## src/rtl/serial_flags_map.svh

```systemverilog
/*
 Register offsets, field positions and reset values of the serial-port
 status and flow-control block. Assumes inclusion by bare name.
*/
`ifndef SERIAL_FLAGS_MAP_SVH
`define SERIAL_FLAGS_MAP_SVH

// ----------------------------------------------------------------
// Offsets
// ----------------------------------------------------------------
`define OFS_LINE_FLAGS 12'h000
`define OFS_DATA_PORT 12'h004
`define OFS_IRQ_CTRL 12'h010
`define OFS_STIM 12'h014

// ----------------------------------------------------------------
// Status bit positions
// ----------------------------------------------------------------
`define B_PARITY 0
`define B_FRAMING 1
`define B_NOISE 2
`define B_OVERRUN 3
`define B_IDLE 4
`define B_RXFULL 5
`define B_TDONE 6
`define B_TXEMPTY 7
`define B_BREAK 8
`define B_PEERCHG 9

// ----------------------------------------------------------------
// Control bit positions
// ----------------------------------------------------------------
`define C_PE_IE 0
`define C_TXE_IE 1
`define C_TC_IE 2
`define C_RX_HOLDING_FULL_IE 3
`define C_IDLE_IE 4
`define C_BRK_IE 5
`define C_PEER_IE 6
`define C_ERR_IE 7
`define C_TX_HS 8
`define C_RX_HS 9
`define C_MULTI 10
`define C_ONEBIT 11
`define CTRL_W 12

// ----------------------------------------------------------------
// Reset values
// ----------------------------------------------------------------
`define RST_LINE_FLAGS 10'h0c0
`define RST_CTRL 12'h000

`endif

```

## src/rtl/serial_flags_pkg.sv

```systemverilog
/*
 Types of the serial-port status block. Assumes no other package.
*/
package serial_flags_pkg;
	typedef enum logic [2:0] {
		TX_IDLE = 3'b001,
		TX_LOAD = 3'b010,
		TX_SEND = 3'b100
	} tx_state_t;
	typedef logic [8:0] word_t;
endpackage

```

## src/rtl/serial_port_status_flow.sv

```systemverilog
/*
 Status flags, shared interrupt request and peer-ready flow control of a
 serial transceiver, with an APB register slave.
 Assumes a frame shifter outside that reports receive events as one-cycle
 pulses and takes frames through a start/done handshake.
*/
`timescale 1ns/1ns
`default_nettype none
`include "serial_flags_map.svh"

module serial_port_status_flow
	import serial_flags_pkg::*;
(
	input wire logic i_clk,
	input wire logic i_rst_b,
	input wire logic [11:0] i_paddr,
	input wire logic i_psel,
	input wire logic i_penable,
	input wire logic i_pwrite,
	input wire logic [31:0] i_pwdata,
	output logic [31:0] o_prdata,
	output logic o_pready,
	output logic o_pslverr,
	input wire logic i_peer_ready_in_n,
	output logic o_rx_request_out_n,
	output logic o_irq,
	output logic o_tx_start,
	output logic [8:0] o_tx_data,
	input wire logic i_tx_frame_done,
	input wire logic i_rx_word_valid,
	input wire logic [8:0] i_rx_word,
	input wire logic i_rx_noise,
	input wire logic i_rx_framing,
	input wire logic i_rx_parity,
	input wire logic i_rx_idle,
	input wire logic i_rx_break
);

	// ----------------------------------------------------------------
	// Bus decode
	// ----------------------------------------------------------------
	logic acc;
	logic wr;
	logic rd;
	logic hit_flags;
	logic hit_data;
	logic hit_ctrl;
	logic [9:0] flags_reg;
	logic [9:0] seen_reg;
	logic seq_armed_reg;
	logic [`CTRL_W-1:0] ctrl_reg;
	word_t tx_hold_reg;
	word_t rx_hold_reg;
	tx_state_t tx_state_reg;
	logic peer_s1_reg;
	logic peer_s2_reg;
	logic peer_prev_reg;
	logic [9:0] set_v;
	logic [9:0] clr_v;
	logic seq_clear;
	logic data_wr;
	logic data_rd;
	logic idle_armed_reg;
	logic mb_err_reg;

	function automatic logic zero_clear(input logic [31:0] d, input int b);
		return !d[b];
	endfunction

	assign acc = i_psel && i_penable;
	assign wr = acc && i_pwrite;
	assign rd = acc && !i_pwrite;
	assign hit_flags = i_paddr == `OFS_LINE_FLAGS;
	assign hit_data = i_paddr == `OFS_DATA_PORT;
	assign hit_ctrl = i_paddr == `OFS_IRQ_CTRL;
	assign o_pready = 1'b1;
	assign o_pslverr = acc && !(hit_flags || hit_data || hit_ctrl);
	assign data_wr = wr && hit_data;
	assign data_rd = rd && hit_data;

	// Read data is combinational from registered state, zero-wait access
	always_comb begin
		o_prdata = 32'h0000_0000;
		if (hit_flags) begin
			o_prdata = {22'h00_0000, flags_reg};
		end else if (hit_data) begin
			o_prdata = {23'h00_0000, rx_hold_reg};
		end else if (hit_ctrl) begin
			o_prdata = {20'h0_0000, ctrl_reg};
		end
	end

	always_ff @(posedge i_clk or negedge i_rst_b) begin
		if (!i_rst_b) begin
			ctrl_reg <= `RST_CTRL;
		end else if (wr && hit_ctrl) begin
			ctrl_reg <= i_pwdata[`CTRL_W-1:0];
		end
	end

	// ----------------------------------------------------------------
	// Peer-ready synchroniser and change detect
	// ----------------------------------------------------------------
	always_ff @(posedge i_clk or negedge i_rst_b) begin
		if (!i_rst_b) begin
			peer_s1_reg <= 1'b1;
			peer_s2_reg <= 1'b1;
			peer_prev_reg <= 1'b1;
		end else begin
			peer_s1_reg <= i_peer_ready_in_n;
			peer_s2_reg <= peer_s1_reg;
			peer_prev_reg <= peer_s2_reg;
		end
	end

	// ----------------------------------------------------------------
	// Transmit path
	// ----------------------------------------------------------------
	always_ff @(posedge i_clk or negedge i_rst_b) begin
		if (!i_rst_b) begin
			tx_hold_reg <= 9'h000;
		end else if (data_wr) begin
			tx_hold_reg <= i_pwdata[8:0];
		end
	end

	// Peer is checked only between frames so a drop never cuts one short
	always_ff @(posedge i_clk or negedge i_rst_b) begin
		if (!i_rst_b) begin
			tx_state_reg <= TX_IDLE;
			o_tx_data <= 9'h000;
		end else begin
			unique case (tx_state_reg)
				TX_IDLE: begin
					if (!flags_reg[`B_TXEMPTY] &&
						(!ctrl_reg[`C_TX_HS] || !peer_s2_reg)) begin
						tx_state_reg <= TX_LOAD;
						o_tx_data <= tx_hold_reg;
					end
				end
				TX_LOAD: tx_state_reg <= TX_SEND;
				TX_SEND: begin
					if (i_tx_frame_done) begin
						tx_state_reg <= TX_IDLE;
					end
				end
				// A corrupted one-hot code falls back to idle
				default: tx_state_reg <= TX_IDLE;
			endcase
		end
	end
	assign o_tx_start = tx_state_reg == TX_LOAD;

	// ----------------------------------------------------------------
	// Receive holding register
	// ----------------------------------------------------------------
	always_ff @(posedge i_clk or negedge i_rst_b) begin
		if (!i_rst_b) begin
			rx_hold_reg <= 9'h000;
		end else if (i_rx_word_valid && !flags_reg[`B_RXFULL]) begin
			rx_hold_reg <= i_rx_word;
		end
	end

	always_ff @(posedge i_clk or negedge i_rst_b) begin
		if (!i_rst_b) begin
			o_rx_request_out_n <= 1'b0;
		end else begin
			o_rx_request_out_n <= ctrl_reg[`C_RX_HS] &&
				flags_reg[`B_RXFULL];
		end
	end

	// ----------------------------------------------------------------
	// Flag set and clear
	// ----------------------------------------------------------------
	always_ff @(posedge i_clk or negedge i_rst_b) begin
		if (!i_rst_b) begin
			idle_armed_reg <= 1'b1;
		end else if (set_v[`B_RXFULL]) begin
			idle_armed_reg <= 1'b1;
		end else if (set_v[`B_IDLE]) begin
			idle_armed_reg <= 1'b0;
		end
	end

	// Flags present at the status read form the clear mask
	always_ff @(posedge i_clk or negedge i_rst_b) begin
		if (!i_rst_b) begin
			seq_armed_reg <= 1'b0;
			seen_reg <= 10'h000;
		end else if (rd && hit_flags) begin
			seq_armed_reg <= 1'b1;
			seen_reg <= flags_reg;
		end else if (acc && hit_data) begin
			seq_armed_reg <= 1'b0;
		end
	end
	assign seq_clear = seq_armed_reg && acc && hit_data;

	always_comb begin
		logic ovr;
		ovr = i_rx_word_valid && flags_reg[`B_RXFULL];
		set_v = 10'h000;
		set_v[`B_PEERCHG] = ctrl_reg[`C_TX_HS] &&
			(peer_s2_reg != peer_prev_reg);
		set_v[`B_BREAK] = i_rx_break;
		set_v[`B_TXEMPTY] = o_tx_start;
		set_v[`B_TDONE] = i_tx_frame_done && tx_state_reg == TX_SEND &&
			flags_reg[`B_TXEMPTY];
		set_v[`B_RXFULL] = i_rx_word_valid && !flags_reg[`B_RXFULL];
		set_v[`B_IDLE] = i_rx_idle && idle_armed_reg;
		set_v[`B_OVERRUN] = ovr;
		set_v[`B_NOISE] = i_rx_word_valid && i_rx_noise &&
			!ctrl_reg[`C_ONEBIT];
		set_v[`B_FRAMING] = i_rx_word_valid && i_rx_framing && !ovr;
		set_v[`B_PARITY] = i_rx_word_valid && i_rx_parity;
		clr_v = 10'h000;
		if (wr && hit_flags) begin
			clr_v[`B_PEERCHG] = zero_clear(i_pwdata, `B_PEERCHG);
			clr_v[`B_BREAK] = zero_clear(i_pwdata, `B_BREAK);
			clr_v[`B_TDONE] = zero_clear(i_pwdata, `B_TDONE);
			clr_v[`B_RXFULL] = zero_clear(i_pwdata, `B_RXFULL);
		end
		if (data_wr) begin
			clr_v[`B_TXEMPTY] = 1'b1;
			clr_v[`B_TDONE] = clr_v[`B_TDONE] || (seq_clear &&
				seen_reg[`B_TDONE]);
		end
		if (data_rd) begin
			clr_v[`B_RXFULL] = 1'b1;
		end
		if (seq_clear && !i_pwrite) begin
			clr_v[`B_IDLE] = seen_reg[`B_IDLE];
			clr_v[`B_OVERRUN] = seen_reg[`B_OVERRUN];
			clr_v[`B_NOISE] = seen_reg[`B_NOISE];
			clr_v[`B_FRAMING] = seen_reg[`B_FRAMING];
		end
		if (seq_clear) begin
			clr_v[`B_PARITY] = seen_reg[`B_PARITY];
		end
	end

	// Set wins over a clear in the same cycle
	always_ff @(posedge i_clk or negedge i_rst_b) begin
		if (!i_rst_b) begin
			flags_reg <= `RST_LINE_FLAGS;
		end else begin
			flags_reg <= (flags_reg & ~clr_v) | set_v;
		end
	end

	// ----------------------------------------------------------------
	// Interrupt merge
	// ----------------------------------------------------------------
	always_ff @(posedge i_clk or negedge i_rst_b) begin
		if (!i_rst_b) begin
			mb_err_reg <= 1'b0;
		end else begin
			mb_err_reg <= ctrl_reg[`C_MULTI] && ctrl_reg[`C_ERR_IE] &&
				(flags_reg[`B_NOISE] || flags_reg[`B_OVERRUN] ||
				flags_reg[`B_FRAMING]);
		end
	end

	always_ff @(posedge i_clk or negedge i_rst_b) begin
		if (!i_rst_b) begin
			o_irq <= 1'b0;
		end else begin
			o_irq <= (flags_reg[`B_PARITY] && ctrl_reg[`C_PE_IE]) ||
				(flags_reg[`B_TXEMPTY] && ctrl_reg[`C_TXE_IE]) ||
				(flags_reg[`B_TDONE] && ctrl_reg[`C_TC_IE]) ||
				((flags_reg[`B_RXFULL] || flags_reg[`B_OVERRUN]) &&
				ctrl_reg[`C_RX_HOLDING_FULL_IE]) ||
				(flags_reg[`B_IDLE] && ctrl_reg[`C_IDLE_IE]) ||
				(flags_reg[`B_BREAK] && ctrl_reg[`C_BRK_IE]) ||
				(flags_reg[`B_PEERCHG] && ctrl_reg[`C_PEER_IE]) ||
				mb_err_reg;
		end
	end

endmodule
`default_nettype wire

```

## config.mk

```make
export PLATFORM = sky130hd
export DESIGN_NAME = serial_port_status_flow
export DESIGN_NICKNAME = d
export VERILOG_FILES = /design/src/rtl/serial_flags_pkg.sv /design/src/rtl/serial_port_status_flow.sv
export VERILOG_INCLUDE_DIRS = /design/src /design/src/rtl
export SDC_FILE = /design/constraint.sdc
export NUM_CORES = 1
export LEC_CHECK = 0
export BUFFER_PORTS_ARGS = -buffer_cell sky130_fd_sc_hd__buf_2
export CORE_MARGIN = 10
export CORE_UTILIZATION = 46
export CTS_BUF_LIST = sky130_fd_sc_hd__clkbuf_4 sky130_fd_sc_hd__clkbuf_8
export CTS_CLUSTER_DIAMETER = 100
export DETAILED_ROUTE_END_ITERATION = 7
export PLACE_DENSITY = 0.78
export SETUP_SLACK_MARGIN = 0.5
export SLEW_MARGIN = 20
export SYNTH_ARGS = -nofsm -noshare
export SYNTH_HDL_FRONTEND = slang
export SYNTH_SLANG_ARGS = --single-unit
```

## constraint.sdc

```tcl
create_clock -name i_clk -period 1.5 [get_ports i_clk]
set_input_delay 0.075 -clock i_clk [delete_from_list [all_inputs] [get_ports i_clk]]
set_output_delay 0.075 -clock i_clk [all_outputs]
set_load 0.005 [all_outputs]
```

## Yosys cells after proc, flatten, opt, wreduce, memory -nomap -nowiden

Cells that the tools add are included.

| storage, ports and cells | value |
|---|---|
| register bits | 67 |
| input bits | 66 |
| output and inout bits | 46 |

| operators by class | value |
|---|---|
| equal/unequal tests | 8 |
| mux-type cells | 16 |
| bitwise gates (word level) | 3 |
| reduce and logical (&&, ||, !) cells | 67 |

Operators with widths:

| operator | number |
|---|---|
| $mux W32 | 2 |
| $logic_and A1 B1 Y1 | 36 |
| $logic_or A1 B1 Y1 | 14 |
| $eq A12 B3 Y1 const B | 1 |
| $eq A12 B5 Y1 const B | 1 |
| $logic_not A1 Y1 | 12 |
| $logic_not A12 Y1 | 1 |
| $mux W12 | 1 |
| $and A10 B10 Y10 | 1 |
| $not A10 Y10 | 1 |
| $or A10 B10 Y10 | 1 |
| $pmux W3 S3 | 1 |
| $mux W1 | 6 |
| $mux W2 | 3 |
| $mux W3 | 2 |
| $mux W4 | 1 |
| $ne A2 B2 Y1 const B | 2 |
| $reduce_and A2 Y1 | 2 |
| $reduce_bool A2 Y1 | 2 |
| $eq A3 B1 Y1 const B | 1 |
| $eq A3 B2 Y1 const B | 1 |
| $eq A3 B3 Y1 const B | 1 |
| $ne A1 B1 Y1 | 1 |

## Depth between registers and ports, before layout

Gate-level depths: netlist (run 1).

| depth | value |
|---|---|
| depth in word-level cells | 9 |
| depth in mapped cells | 6 |
| depth with buffers taken out | 4 |

## Worst setup path before layout (run 1)

OpenSTA, ideal clock, no wires.

| path | value |
|---|---|
| kind | register to register |
| from | reg tx_state_reg[0] |
| to | reg o_tx_data[0] |
| data arrival time | 1.294 ns |
| data required time | 1.375 ns |
| path slack | 0.081 ns |
| stages on the path, launching flop included | 4 |
| buffers on the path | 0 |
| period minus slack after synthesis | 1.419 ns |
| cell sequence | dfstp_2 nor4b_1 nand2_1 mux2_2 |

| between the ends | value |
|---|---|
| longest elaborated chain between the ends | 2 |

Ends and longest elaborated chain:

| element | RTL line | text |
|---|---|---|
| from (decl) | serial_port_status_flow.sv:54 | `tx_state_t tx_state_reg;` |
| from (signal assigned) | serial_port_status_flow.sv:130 | `tx_state_reg <= TX_IDLE;` |
| from (signal assigned) | serial_port_status_flow.sv:137 | `tx_state_reg <= TX_LOAD;` |
| from (signal assigned) | serial_port_status_flow.sv:141 | `TX_LOAD: tx_state_reg <= TX_SEND;` |
| $eq A3 B1 Y1 | serial_port_status_flow.sv:133 | `unique case (tx_state_reg)` |
| $reduce_and A2 Y1 (no source line) | -- |  |
| to (signal assigned) | serial_port_status_flow.sv:138 | `o_tx_data <= tx_hold_reg;` |
| to (decl) | serial_port_status_flow.sv:28 | `output logic [8:0] o_tx_data,` |

Every way passes these cells.
A chain may end at the register's enable or synchronous reset.

## Worst setup path in the final report (run 1)

| path | value |
|---|---|
| from | reg flags_reg[7] |
| to | out o_prdata[7] |

| between the ends | value |
|---|---|
| longest elaborated chain between the ends | 1 |

Ends and longest elaborated chain:

| element | RTL line | text |
|---|---|---|
| from (decl) | serial_port_status_flow.sv:48 | `logic [9:0] flags_reg;` |
| from (signal assigned) | serial_port_status_flow.sv:247 | `` flags_reg <= `RST_LINE_FLAGS; `` |
| from (signal assigned) | serial_port_status_flow.sv:249 | `flags_reg <= (flags_reg & ~clr_v) \| set_v;` |
| $mux W32 | serial_port_status_flow.sv:84 | `if (hit_flags) begin` |
| to (decl) | serial_port_status_flow.sv:21 | `output logic [31:0] o_prdata,` |

Every way passes these cells.

==> reports/qor.csv, run 1 <==
stage;metric;value;unit
status;outcome;finished, violations left;
status;violations;setup timing;
power_and_ir_drop;power;3.857;mW
clock_network;cts_tree;done;
timing;setup_viol;1;
global_route;overflow;0;
timing;whs;10.64;ps
yosys;synth.most_common_cell;dfrtp_1;
power_and_ir_drop;peakVddDrop;631.4;µV
floorplan;die_h;102.5;µm
drt;wl_per_cell;20.08;µm
yosys;postSynth.asyncResetShare;100.0;%
clock_network;htreeDepth;3;
drt;drtPass1Iterations;5;
timing;fin_crit_sh;101.7;%
floorplan;dieWidth;102.5;µm
drt;ant_nets;0;
critical_path;endpoint_kind;output pin;
floorplan;die_area;10500;µm²
yosys;synth_common_cells;dfrtp_1 (59), nand2_1 (34), mux2_2 (26), nor2_1 (23), buf_4 (21);
global_route;grt_max_degree;67;
job;drv_cap;0;
critical_path;worstPathArrival;1450;ps
critical_path;required;1420;ps
drt;drc_errors;0;
finish;final_layout_size_suffix_gt1_share;52.72;%
placed_design;dp_hpwl;5792;µm
clock_network;path_clk_slew;70;ps
yosys;postSynthAreaPerCell;11.50;µm²
yosys;yosysUniqueCellTypes;40;
yosys;synthTopCellsByArea;dfrtp_1 (47%), mux2_2 (9.4%), dfstp_2 (5.9%);
drt;vias;2719;
yosys;synth-main-ff-cell;dfrtp_1;
power_and_ir_drop;p_per_area;814.8;nW/µm²
placed_design;dp_slack;-137.8;ps
yosys;ys_ff_latch;66;
timing;hold_viol;0;
clock_network;cts_max_path_buffers;2;
timing;rsz0062_at_grt;yes;
clock_network;cts_root_buffer;clkbuf_8;
yosys;synth-edff-count;0;
drt;drt_iter0_markers;242;
finish;num-nets-final;484;
min_path;hp-class;in2reg;
timing;fin_crit;1526;ps
floorplan;rows;30;
drt;via_per_inst;5.406;
placed_design;place_inst;420;
clock_network;clock-sinks;66;
yosys;synth_top_area_share;47.18;%
global_route;antenna_found_initial;0;
clock_network;insertion_delay;350;ps
timing;fmax;655.4;MHz
yosys;syn-cell-area;3129;µm²
power_and_ir_drop;power.leakage;2.470;nW
floorplan;placeableCoreArea;6719;µm²
finish;layoutNonFillerInstCount;503;
timing;slew_headroom;55.38;%
yosys;ys_warn_count;0;
critical_path;cp_max_fo;2;
critical_path;critical_path_class;reg2out;
yosys;yosys.area.top_type;dfrtp_1;
min_path;worstHoldPathCells;3;
critical_path;startpoint_type;flip-flop;
critical_path;ff2ff_path_depth;4;
finish;antenna_cells;0;
global_route;grt_pass1_wl;15610;µm
placed_design;portBuffers;70;
timing;fin_ws;-25.83;ps
finish;largest_reg_flops;12;
finish;final_core_util;70.45;%
global_route;grt_pass1_vias;2907;
timing;drv_slew;0;
global_route;grtUsageTotal;19.31;%
finish;syn_to_final_growth;51.26;%
timing;skew;9.677;ps
timing;tightest_slew;664.2;ps
floorplan;ios;112;
finish;fillers;445;
clock_network;numCtsBuffers;9;
yosys;yosysSeqAreaShare;53.06;%
yosys;synthCells;272;
floorplan;start_util;46.57;%
placed_design;gp_congestion;0.8140;
drt;drt_wl_total;10100;µm
-- worst max-delay path: stages, from the launching register on --
cell and delay [ps]:
dfstp_2 550, buf_6 100, mux2i_1 60, nor2_1 140
a21oi_1 60, nor2_1 80, buf_2 120
-- kinds of logic (layout without fill, tap and decap cells) --
family | Yosys count | count (layout) | synth area share, %
DFF | 66 | 66 | 53.06
other | 2 | 21 | 0.2400
AOI/OAI and AO/OA | 30 | 30 | 6.078
buffers and inverters | 35 | 164 | 7.317
and+or+nand+nor | 91 | 94 | 15.35
muxes | 47 | 47 | 17.67
xor gates and xnor gates | 1 | 1 | 0.2799
-- worst paths after layout --
check	slack (ps)	from	end
worst max-delay path	-30	flags_reg[7]$_DFF_PN1_	o_prdata[7]
worst min-delay path	10	i_pwdata[8]	flags_reg[8]$_DFF_PN0_
worst max register to register	60	tx_state_reg[0]$_DFFE_PN1P_	o_tx_data[1]$_DFFE_PN0P_
worst min register to register	360	peer_s1_reg$_DFF_PN1_	peer_s2_reg$_DFF_PN1_
max in group asynchronous	890	i_rst_b	idle_armed_reg$_DFFE_PN1P_
min in group asynchronous	250	i_rst_b	tx_hold_reg[8]$_DFFE_PN0P_
-- power by group --
part / leakage, nW / switching [mW] / internal [mW]
Clock: 0.0944 / 0.686 / 0.729
Combinational: 1.53 / 0.261 / 0.231
Sequential: 0.842 / 0.0620 / 1.89
Total: 2.47 / 1.01 / 2.85
-- routing by layer --
metal  vias to the layer above  routed length, µm  track usage, %  share of wire [%]
met5                         -                  0               0                  0
met4                         0                274           7.918                2.7
met3                        31                831           6.356                8.2
met2                       151               4939           31.55                 49
met1                      1334               4053           22.82                 40
li1                       1203                  -               -                  -
-- through the flow --
step           setup TNS, ps  cell area [µm²]
4_1_cts               -20.20             4596
6_report              -25.83             4733
2_1_floorplan              0             3244
3_5_place_dp           -2517             3567
3_3_place_gp          -702.1             3567
5_1_grt               -135.2             4733
-- placed cells by master (no fill, tap or decap), types with 3 or more instances in the layout --
cell / count
nand3_4: 5
conb_1: 21
nand4_1: 4
o21ai_0: 3
and3_4: 3
dfrtp_1: 56
buf_2: 66
a21oi_1: 11
buf_4: 26
dlygate4sd3_1: 25
mux2_4: 36
buf_8: 4
nand4b_1: 4
nor2_2: 3
dfstp_2: 7
a22o_1: 4
o21ai_1: 3
mux2i_1: 11
clkbuf_8: 12
nand2_1: 21
nand2_2: 12
buf_6: 22
nor2_1: 19
dfrtp_2: 3
-- final cells by class --
cell class / instances / area, µm² / share of cell area, %
Tap cell: 80 / 100.1 / 2.115
Sequential cell: 66 / 1664 / 35.16
Clock buffer: 12 / 165.2 / 3.489
Clock inverter: 4 / 25.02 / 0.5287
Multi-Input combinational cell: 193 / 1642 / 34.68
Timing Repair Buffer: 145 / 1124 / 23.74
Inverter: 3 / 13.76 / 0.2908
-- what timing repair did --
| item | 4_1_cts | 5_1_grt |
|---|---|---|
| gates cloned | 4 | 0 |
| setup buffers | 33 | 5 |
| hold buffers | 25 | 0 |
| resized for setup | 74 | 35 |
| hold endpoints to repair | 89 | 0 |
| setup endpoints to repair | 71 | 75 |
| pin swaps | 16 | 14 |
Note: power is estimated with default switching activity, not from simulation.
==> run 2, diff against run 1 <==
--- a/config.mk
+++ b/config.mk
@@ -12,6 +12,7 @@
 export CTS_BUF_LIST = sky130_fd_sc_hd__clkbuf_4 sky130_fd_sc_hd__clkbuf_8
 export CTS_CLUSTER_DIAMETER = 100
 export DETAILED_ROUTE_END_ITERATION = 7
+export MAX_ROUTING_LAYER = met4
 export PLACE_DENSITY = 0.78
 export SETUP_SLACK_MARGIN = 0.5
 export SLEW_MARGIN = 20
==> run 2 against run 1 <==
Compared with the run above: the flow still finishes with violations (setup timing); largest cell class unchanged; register-to-register slack barely moved; global-route usage up 0.54 points; total power up 0.36%; critical endpoint unchanged; first-iteration DRC count decreased by 17%; clock power barely moved; cell area fell by 0.11%; combinational power hardly changed; highest routed layer unchanged.
==> reports/qor.csv, run 2 (synthesis results as in run 1) <==
stage;metric;value;unit
finish;final_area;4728;µm²
status;violations;setup timing;
critical_path;required;1420;ps
drt;drt_wl_total;10080;µm
drt;via_per_inst;5.461;
critical_path;crit_family;flip-flops;
finish;final_common_cell;buf_2;
floorplan;dieWidth;102.5;µm
global_route;grt_pass1_vias;2917;
power_and_ir_drop;power.leakage;2.468;nW
critical_path;cp_slowest_cell;dfstp_2;
drt;drtPass1Iterations;5;
job;drv_cap;0;
timing;slew_headroom;57.41;%
floorplan;placeableCoreArea;6719;µm²
placed_design;portBuffers;70;
finish;final_core_util;70.37;%
timing;fin_ws;-18.67;ps
finish;final_layout_size_suffix_gt1_share;52.48;%
placed_design;dp_hpwl;5792;µm
min_path;worstHoldPathCells;2;
floorplan;start_util;46.57;%
critical_path;worstPathArrival;1440;ps
clock_network;path_clk_slew;70;ps
critical_path;r2r_end;o_tx_data[1]$_DFFE_PN0P_;
drt;vias;2747;
critical_path;ff2ff_path_depth;4;
timing;tightest_slew;634.0;ps
global_route;grt_max_degree;67;
finish;largest_reg_flops;12;
min_path;holdCritStartpoint;i_pwdata[6];
power_and_ir_drop;p_per_area;818.7;nW/µm²
critical_path;endpoint_kind;output pin;
finish;mostFrequentLayoutCells;buf_2 (66), dfrtp_1 (56), mux2_4 (36);
critical_path;cp_slowest_stage_delay;540;ps
placed_design;gp_congestion;0.8260;
global_route;met3_usage;5.612;%
critical_path;critical_path_class;reg2out;
placed_design;place_area;3567;µm²
critical_path;reg2reg_slack;70;ps
critical_path;timing.rr.start;tx_state_reg[0]$_DFFE_PN1P_;
clock_network;insertion_delay;350;ps
drt;ant_nets;0;
timing;fin_crit;1519;ps
status;outcome;finished, violations left;
critical_path;timing.critical_path.cells;buf_6, mux2i_1, nor2_1, a21oi_1, nor2_1, buf_2;
finish;fillers;439;
clock_network;cts_tree;done;
finish;num-nets-final;484;
floorplan;rows;30;
finish;syn_to_final_growth;51.10;%
timing;rsz0062_at_grt;yes;
timing;fmax;658.5;MHz
min_path;hp-class;in2reg;
critical_path;startpoint_type;flip-flop;
timing;drv_slew;0;
global_route;busiest_layer;met2;
global_route;grtUsageTotal;19.85;%
critical_path;crit_top_cell;nor2_1;
timing;hold_viol;0;
global_route;overflow;0;
drt;drc_errors;0;
floorplan;die_area;10500;µm²
clock_network;numCtsBuffers;9;
power_and_ir_drop;power;3.871;mW
clock_network;htreeDepth;3;
global_route;antenna_found_initial;0;
floorplan;ios;112;
drt;wl_per_cell;20.03;µm
min_path;hold_path_end;ctrl_reg[6]$_DFFE_PN0P_;
clock_network;cts_root_buffer;clkbuf_8;
global_route;grt_use_met1;23.32;%
timing;fin_crit_sh;101.2;%
placed_design;place_inst;420;
finish;layoutNonFillerInstCount;503;
clock_network;cts_max_path_buffers;2;
critical_path;cp_max_fo;2;
timing;setup_viol;1;
clock_network;clock-sinks;66;
timing;skew;10.73;ps
floorplan;die_h;102.5;µm
global_route;grt_use_met2;31.16;%
global_route;grt_pass1_wl;15570;µm
timing;tns;-18.67;ps
finish;antenna_cells;0;
power_and_ir_drop;peakVddDrop;634.9;µV
critical_path;path_buf_inv;2;
drt;drt_iter0_markers;200;
run 2: cell type report:
class | count | area (µm²) | share of cell area (%)
clock inverter | 4 | 25.02 | 0.5292
inverter | 3 | 13.76 | 0.2911
tap | 80 | 100.1 | 2.117
sequential | 66 | 1664 | 35.19
timing repair buffer | 145 | 1124 | 23.76
multi-input combinational | 193 | 1637 | 34.61
clock buffer | 12 | 165.2 | 3.493
run 2: timing repair:
action | CTS | global route
resized for setup | 74 | 34
setup buffers | 33 | 5
endpoints found under the setup margin | 71 | 75
hold buffers | 25 | 0
pin swaps | 16 | 14
hold endpoints to repair | 89 | 0
cloned | 4 | 0
run 2: metal layers:
| metal | vias up | share of wire, % | routed length [µm] |
|---|---|---|---|
| met2 | 165 | 48 | 4843 |
| met4 | 0 | 3.6 | 363 |
| met3 | 44 | 7.2 | 721 |
| met1 | 1329 | 41 | 4150 |
| met5 | - | 0 | 0 |
| li1 | 1209 | - | - |
run 2: power breakdown:
part	leakage (nW)	internal, mW	switching (mW)
clock network	0.0944	0.729	0.701
logic	1.53	0.231	0.260
registers	0.842	1.89	0.0620
run 2: per-stage QoR:
stage / worst slack, ps / hold slack (ps)
2_1_floorplan: 167.2 / -220.6
3_3_place_gp: -55.89 / 113.0
6_report: -18.67 / 5.842
4_1_cts: -20.20 / 1.214
5_1_grt: -90.94 / 3.191
3_5_place_dp: -137.8 / 120.1
run 2: worst max-delay path by stage:
stage	from	to	slack (ps)	depth (start not counted)
2_1_floorplan	i_paddr[1]	ctrl_reg[10]$_DFFE_PN0P_	170	6
3_3_place_gp	i_paddr[9]	ctrl_reg[10]$_DFFE_PN0P_	-60	5
3_5_place_dp	i_paddr[9]	ctrl_reg[9]$_DFFE_PN0P_	-140	5
4_1_cts	flags_reg[7]$_DFF_PN1_	o_prdata[7]	-20	6
5_1_grt	flags_reg[7]$_DFF_PN1_	o_prdata[7]	-90	6
6_report	flags_reg[7]$_DFF_PN1_	o_prdata[7]	-20	6
==> run 3, diff against run 2 <==
--- a/config.mk
+++ b/config.mk
@@ -7,6 +7,7 @@
 export NUM_CORES = 1
 export LEC_CHECK = 0
 export BUFFER_PORTS_ARGS = -buffer_cell sky130_fd_sc_hd__buf_2
+export CORE_ASPECT_RATIO = 0.6
 export CORE_MARGIN = 10
 export CORE_UTILIZATION = 46
 export CTS_BUF_LIST = sky130_fd_sc_hd__clkbuf_4 sky130_fd_sc_hd__clkbuf_8
==> run 3 against run 2 <==
Compared with the run above: the run still ends with setup timing left; non-clock buffer count shrank 9; flip-flop and latch count is the same; via count shrank 4.6%; critical path depth is the same; clock power grew 8%; count of clock-buffer cells in the layout shrank 1; cell area shrank 1.3%; fmax is essentially flat; sequential share of layout area grew 0.48 points; setup slack gained 0.70 ps; worst hold slack gained 37 ps; critical endpoint unchanged; largest cell class unchanged; largest power group unchanged.
==> reports/qor.csv, run 3 (synthesis results as in run 1) <==
stage;metric;value;unit
status;outcome;finished, violations left;
status;violations;setup timing;
critical_path;ff2ff_path_depth;4;
job;drv_cap;0;
timing;fmax;658.8;MHz
finish;mostFrequentLayoutCells;buf_2 (63), dfrtp_1 (55), mux2_4 (29);
drt;wl_per_cell;19.95;µm
clock_network;path_clk_slew;70;ps
timing;fin_crit;1518;ps
drt;drt_wl_total;10030;µm
critical_path;cp_slowest_stage_delay;540;ps
critical_path;reg2reg_slack;50;ps
timing;slew_headroom;64.12;%
finish;largest_reg_flops;12;
clock_network;insertion_delay;360;ps
clock_network;clock-sinks;66;
global_route;antenna_found_initial;1;
drt;drt_iter0_markers;260;
placed_design;dp_hpwl;6135;µm
timing;drv_slew;0;
finish;final_core_util;70.22;%
placed_design;portBuffers;70;
power_and_ir_drop;power.leakage;2.385;nW
finish;final_area;4668;µm²
timing;fin_ws;-17.97;ps
placed_design;gp_congestion;0.8224;
clock_network;numCtsBuffers;9;
global_route;grt_max_degree;67;
min_path;worstHoldPathCells;3;
timing;skew;10.00;ps
min_path;holdCritStartpoint;i_tx_frame_done;
min_path;hp-class;in2reg;
floorplan;rows;23;
finish;final_layout_size_suffix_gt1_share;51.33;%
floorplan;dieWidth;126.5;µm
timing;setup_viol;1;
floorplan;die_area;10610;µm²
finish;num-nets-final;476;
min_path;hold_path_end;flags_reg[6]$_DFF_PN1_;
critical_path;endpoint_kind;output pin;
drt;drtPass1Iterations;4;
timing;tightest_slew;537.1;ps
timing;hold_viol;0;
clock_network;htreeDepth;3;
drt;ant_nets;0;
global_route;grt_pass1_vias;2873;
critical_path;crit_family;flip-flops;
floorplan;placeableCoreArea;6648;µm²
critical_path;timing.critical_path.cells;buf_6, mux2i_1, nor2_1, a21oi_1, nor2_1, buf_2;
timing;fin_crit_sh;101.2;%
global_route;grt_pass1_wl;15700;µm
timing;rsz0062_at_grt;yes;
critical_path;crit_top_cell;nor2_1;
critical_path;timing.rr.start;tx_state_reg[2]$_DFFE_PN0P_;
critical_path;required;1420;ps
floorplan;start_util;47.07;%
power_and_ir_drop;p_per_area;852.7;nW/µm²
critical_path;cp_max_fo;2;
clock_network;cts_max_path_buffers;2;
power_and_ir_drop;peakVddDrop;728.1;µV
floorplan;ios;112;
drt;vias;2622;
global_route;grtUsageTotal;19.11;%
critical_path;worstPathArrival;1440;ps
drt;drc_errors;0;
critical_path;critical_path_class;reg2out;
critical_path;cp_slowest_cell;dfstp_2;
placed_design;place_area;3568;µm²
finish;fillers;454;
critical_path;path_buf_inv;2;
drt;via_per_inst;5.213;
critical_path;r2r_end;o_tx_data[7]$_DFFE_PN0P_;
clock_network;cts_root_buffer;clkbuf_8;
clock_network;cts_tree;done;
global_route;overflow;0;
finish;syn_to_final_growth;49.18;%
floorplan;die_h;83.89;µm
critical_path;startpoint_type;flip-flop;
finish;final_common_cell;buf_2;
==> run 3: cell types whose count changed in the layout (fill, tap and decap cells not counted), moves of 2 or more <==
cell,delta
mux2_2,+7
mux2_4,-7
buf_4,-4
buf_6,-4
buf_2,-3
dlygate4sd3_1,+3
o21ai_0,+3
o21ai_1,-3
nand2_8,+2
==> run 3: metal layers <==
layer	global-route usage, %	vias up	part of all wire (%)
met4	4.531	0	1.7
met5	-	-	0
met1	22.79	1302	42
li1	-	1187	-
met3	7.360	20	7.4
met2	29.81	113	48
==> run 3: report_power, final <==
part	internal (mW)	switching, mW	total [mW]
clock network	0.848	0.692	1.54
logic	0.234	0.254	0.488
registers	1.89	0.0645	1.95
==> run 3: cell type report <==
class                           count  area [µm²]  share of cell area (%)
Tap cell                           87       108.9                   2.332
Inverter                            3       13.76                  0.2948
Antenna cell                        1       2.502                 0.05360
Clock buffer                       11       151.4                   3.243
Timing Repair Buffer              136        1044                   22.35
Multi-Input combinational cell    194        1630                   34.92
Clock inverter                      5       52.55                   1.126
Sequential cell                    66        1665                   35.67
==> run 3: repair_timing <==
action / CTS / global route
pin swaps: 15 / 12
hold endpoints to repair: 95 / 0
setup buffers: 24 / 4
gates resized for setup: 64 / 30
gates cloned: 3 / 1
hold buffers: 28 / 0
setup endpoints to repair: 69 / 71
==> run 3: stage by stage <==
step	worst slack (ps)	setup TNS [ps]	std cells	hold slack [ps]	total power [mW]
after CTS	-17.01	-17.01	497	0.2763	3.960
after global routing	-141.5	-236.4	503	42.43	4.159
after global placement	-49.01	-540.4	426	112.5	2.301
final	-17.97	-17.97	503	43.01	3.980
after detailed placement	-99.06	-1391	426	116.9	2.322
after floorplan	167.2	0	291	-220.6	2.181
==> run 3: worst min-delay path: cells and delay by family <==
kind	cells	cell delay [ps]
AND/OR/NAND/NOR	2	200
buffers and inverters	1	130
==> run 3: how the worst max path moves through the flow <==
| stage | depth (start not counted) | to | from | slack, ps |
|---|---|---|---|---|
| floorplan | 6 | ctrl_reg[10]$_DFFE_PN0P_ | i_paddr[1] | 170 |
| finish | 6 | o_prdata[7] | flags_reg[7]$_DFF_PN1_ | -20 |
| global route | 6 | o_prdata[7] | flags_reg[7]$_DFF_PN1_ | -140 |
| detailed placement | 5 | ctrl_reg[8]$_DFFE_PN0P_ | i_paddr[1] | -100 |
| global placement | 5 | ctrl_reg[11]$_DFFE_PN0P_ | i_paddr[1] | -50 |
| CTS | 6 | o_prdata[7] | flags_reg[7]$_DFF_PN1_ | -20 |
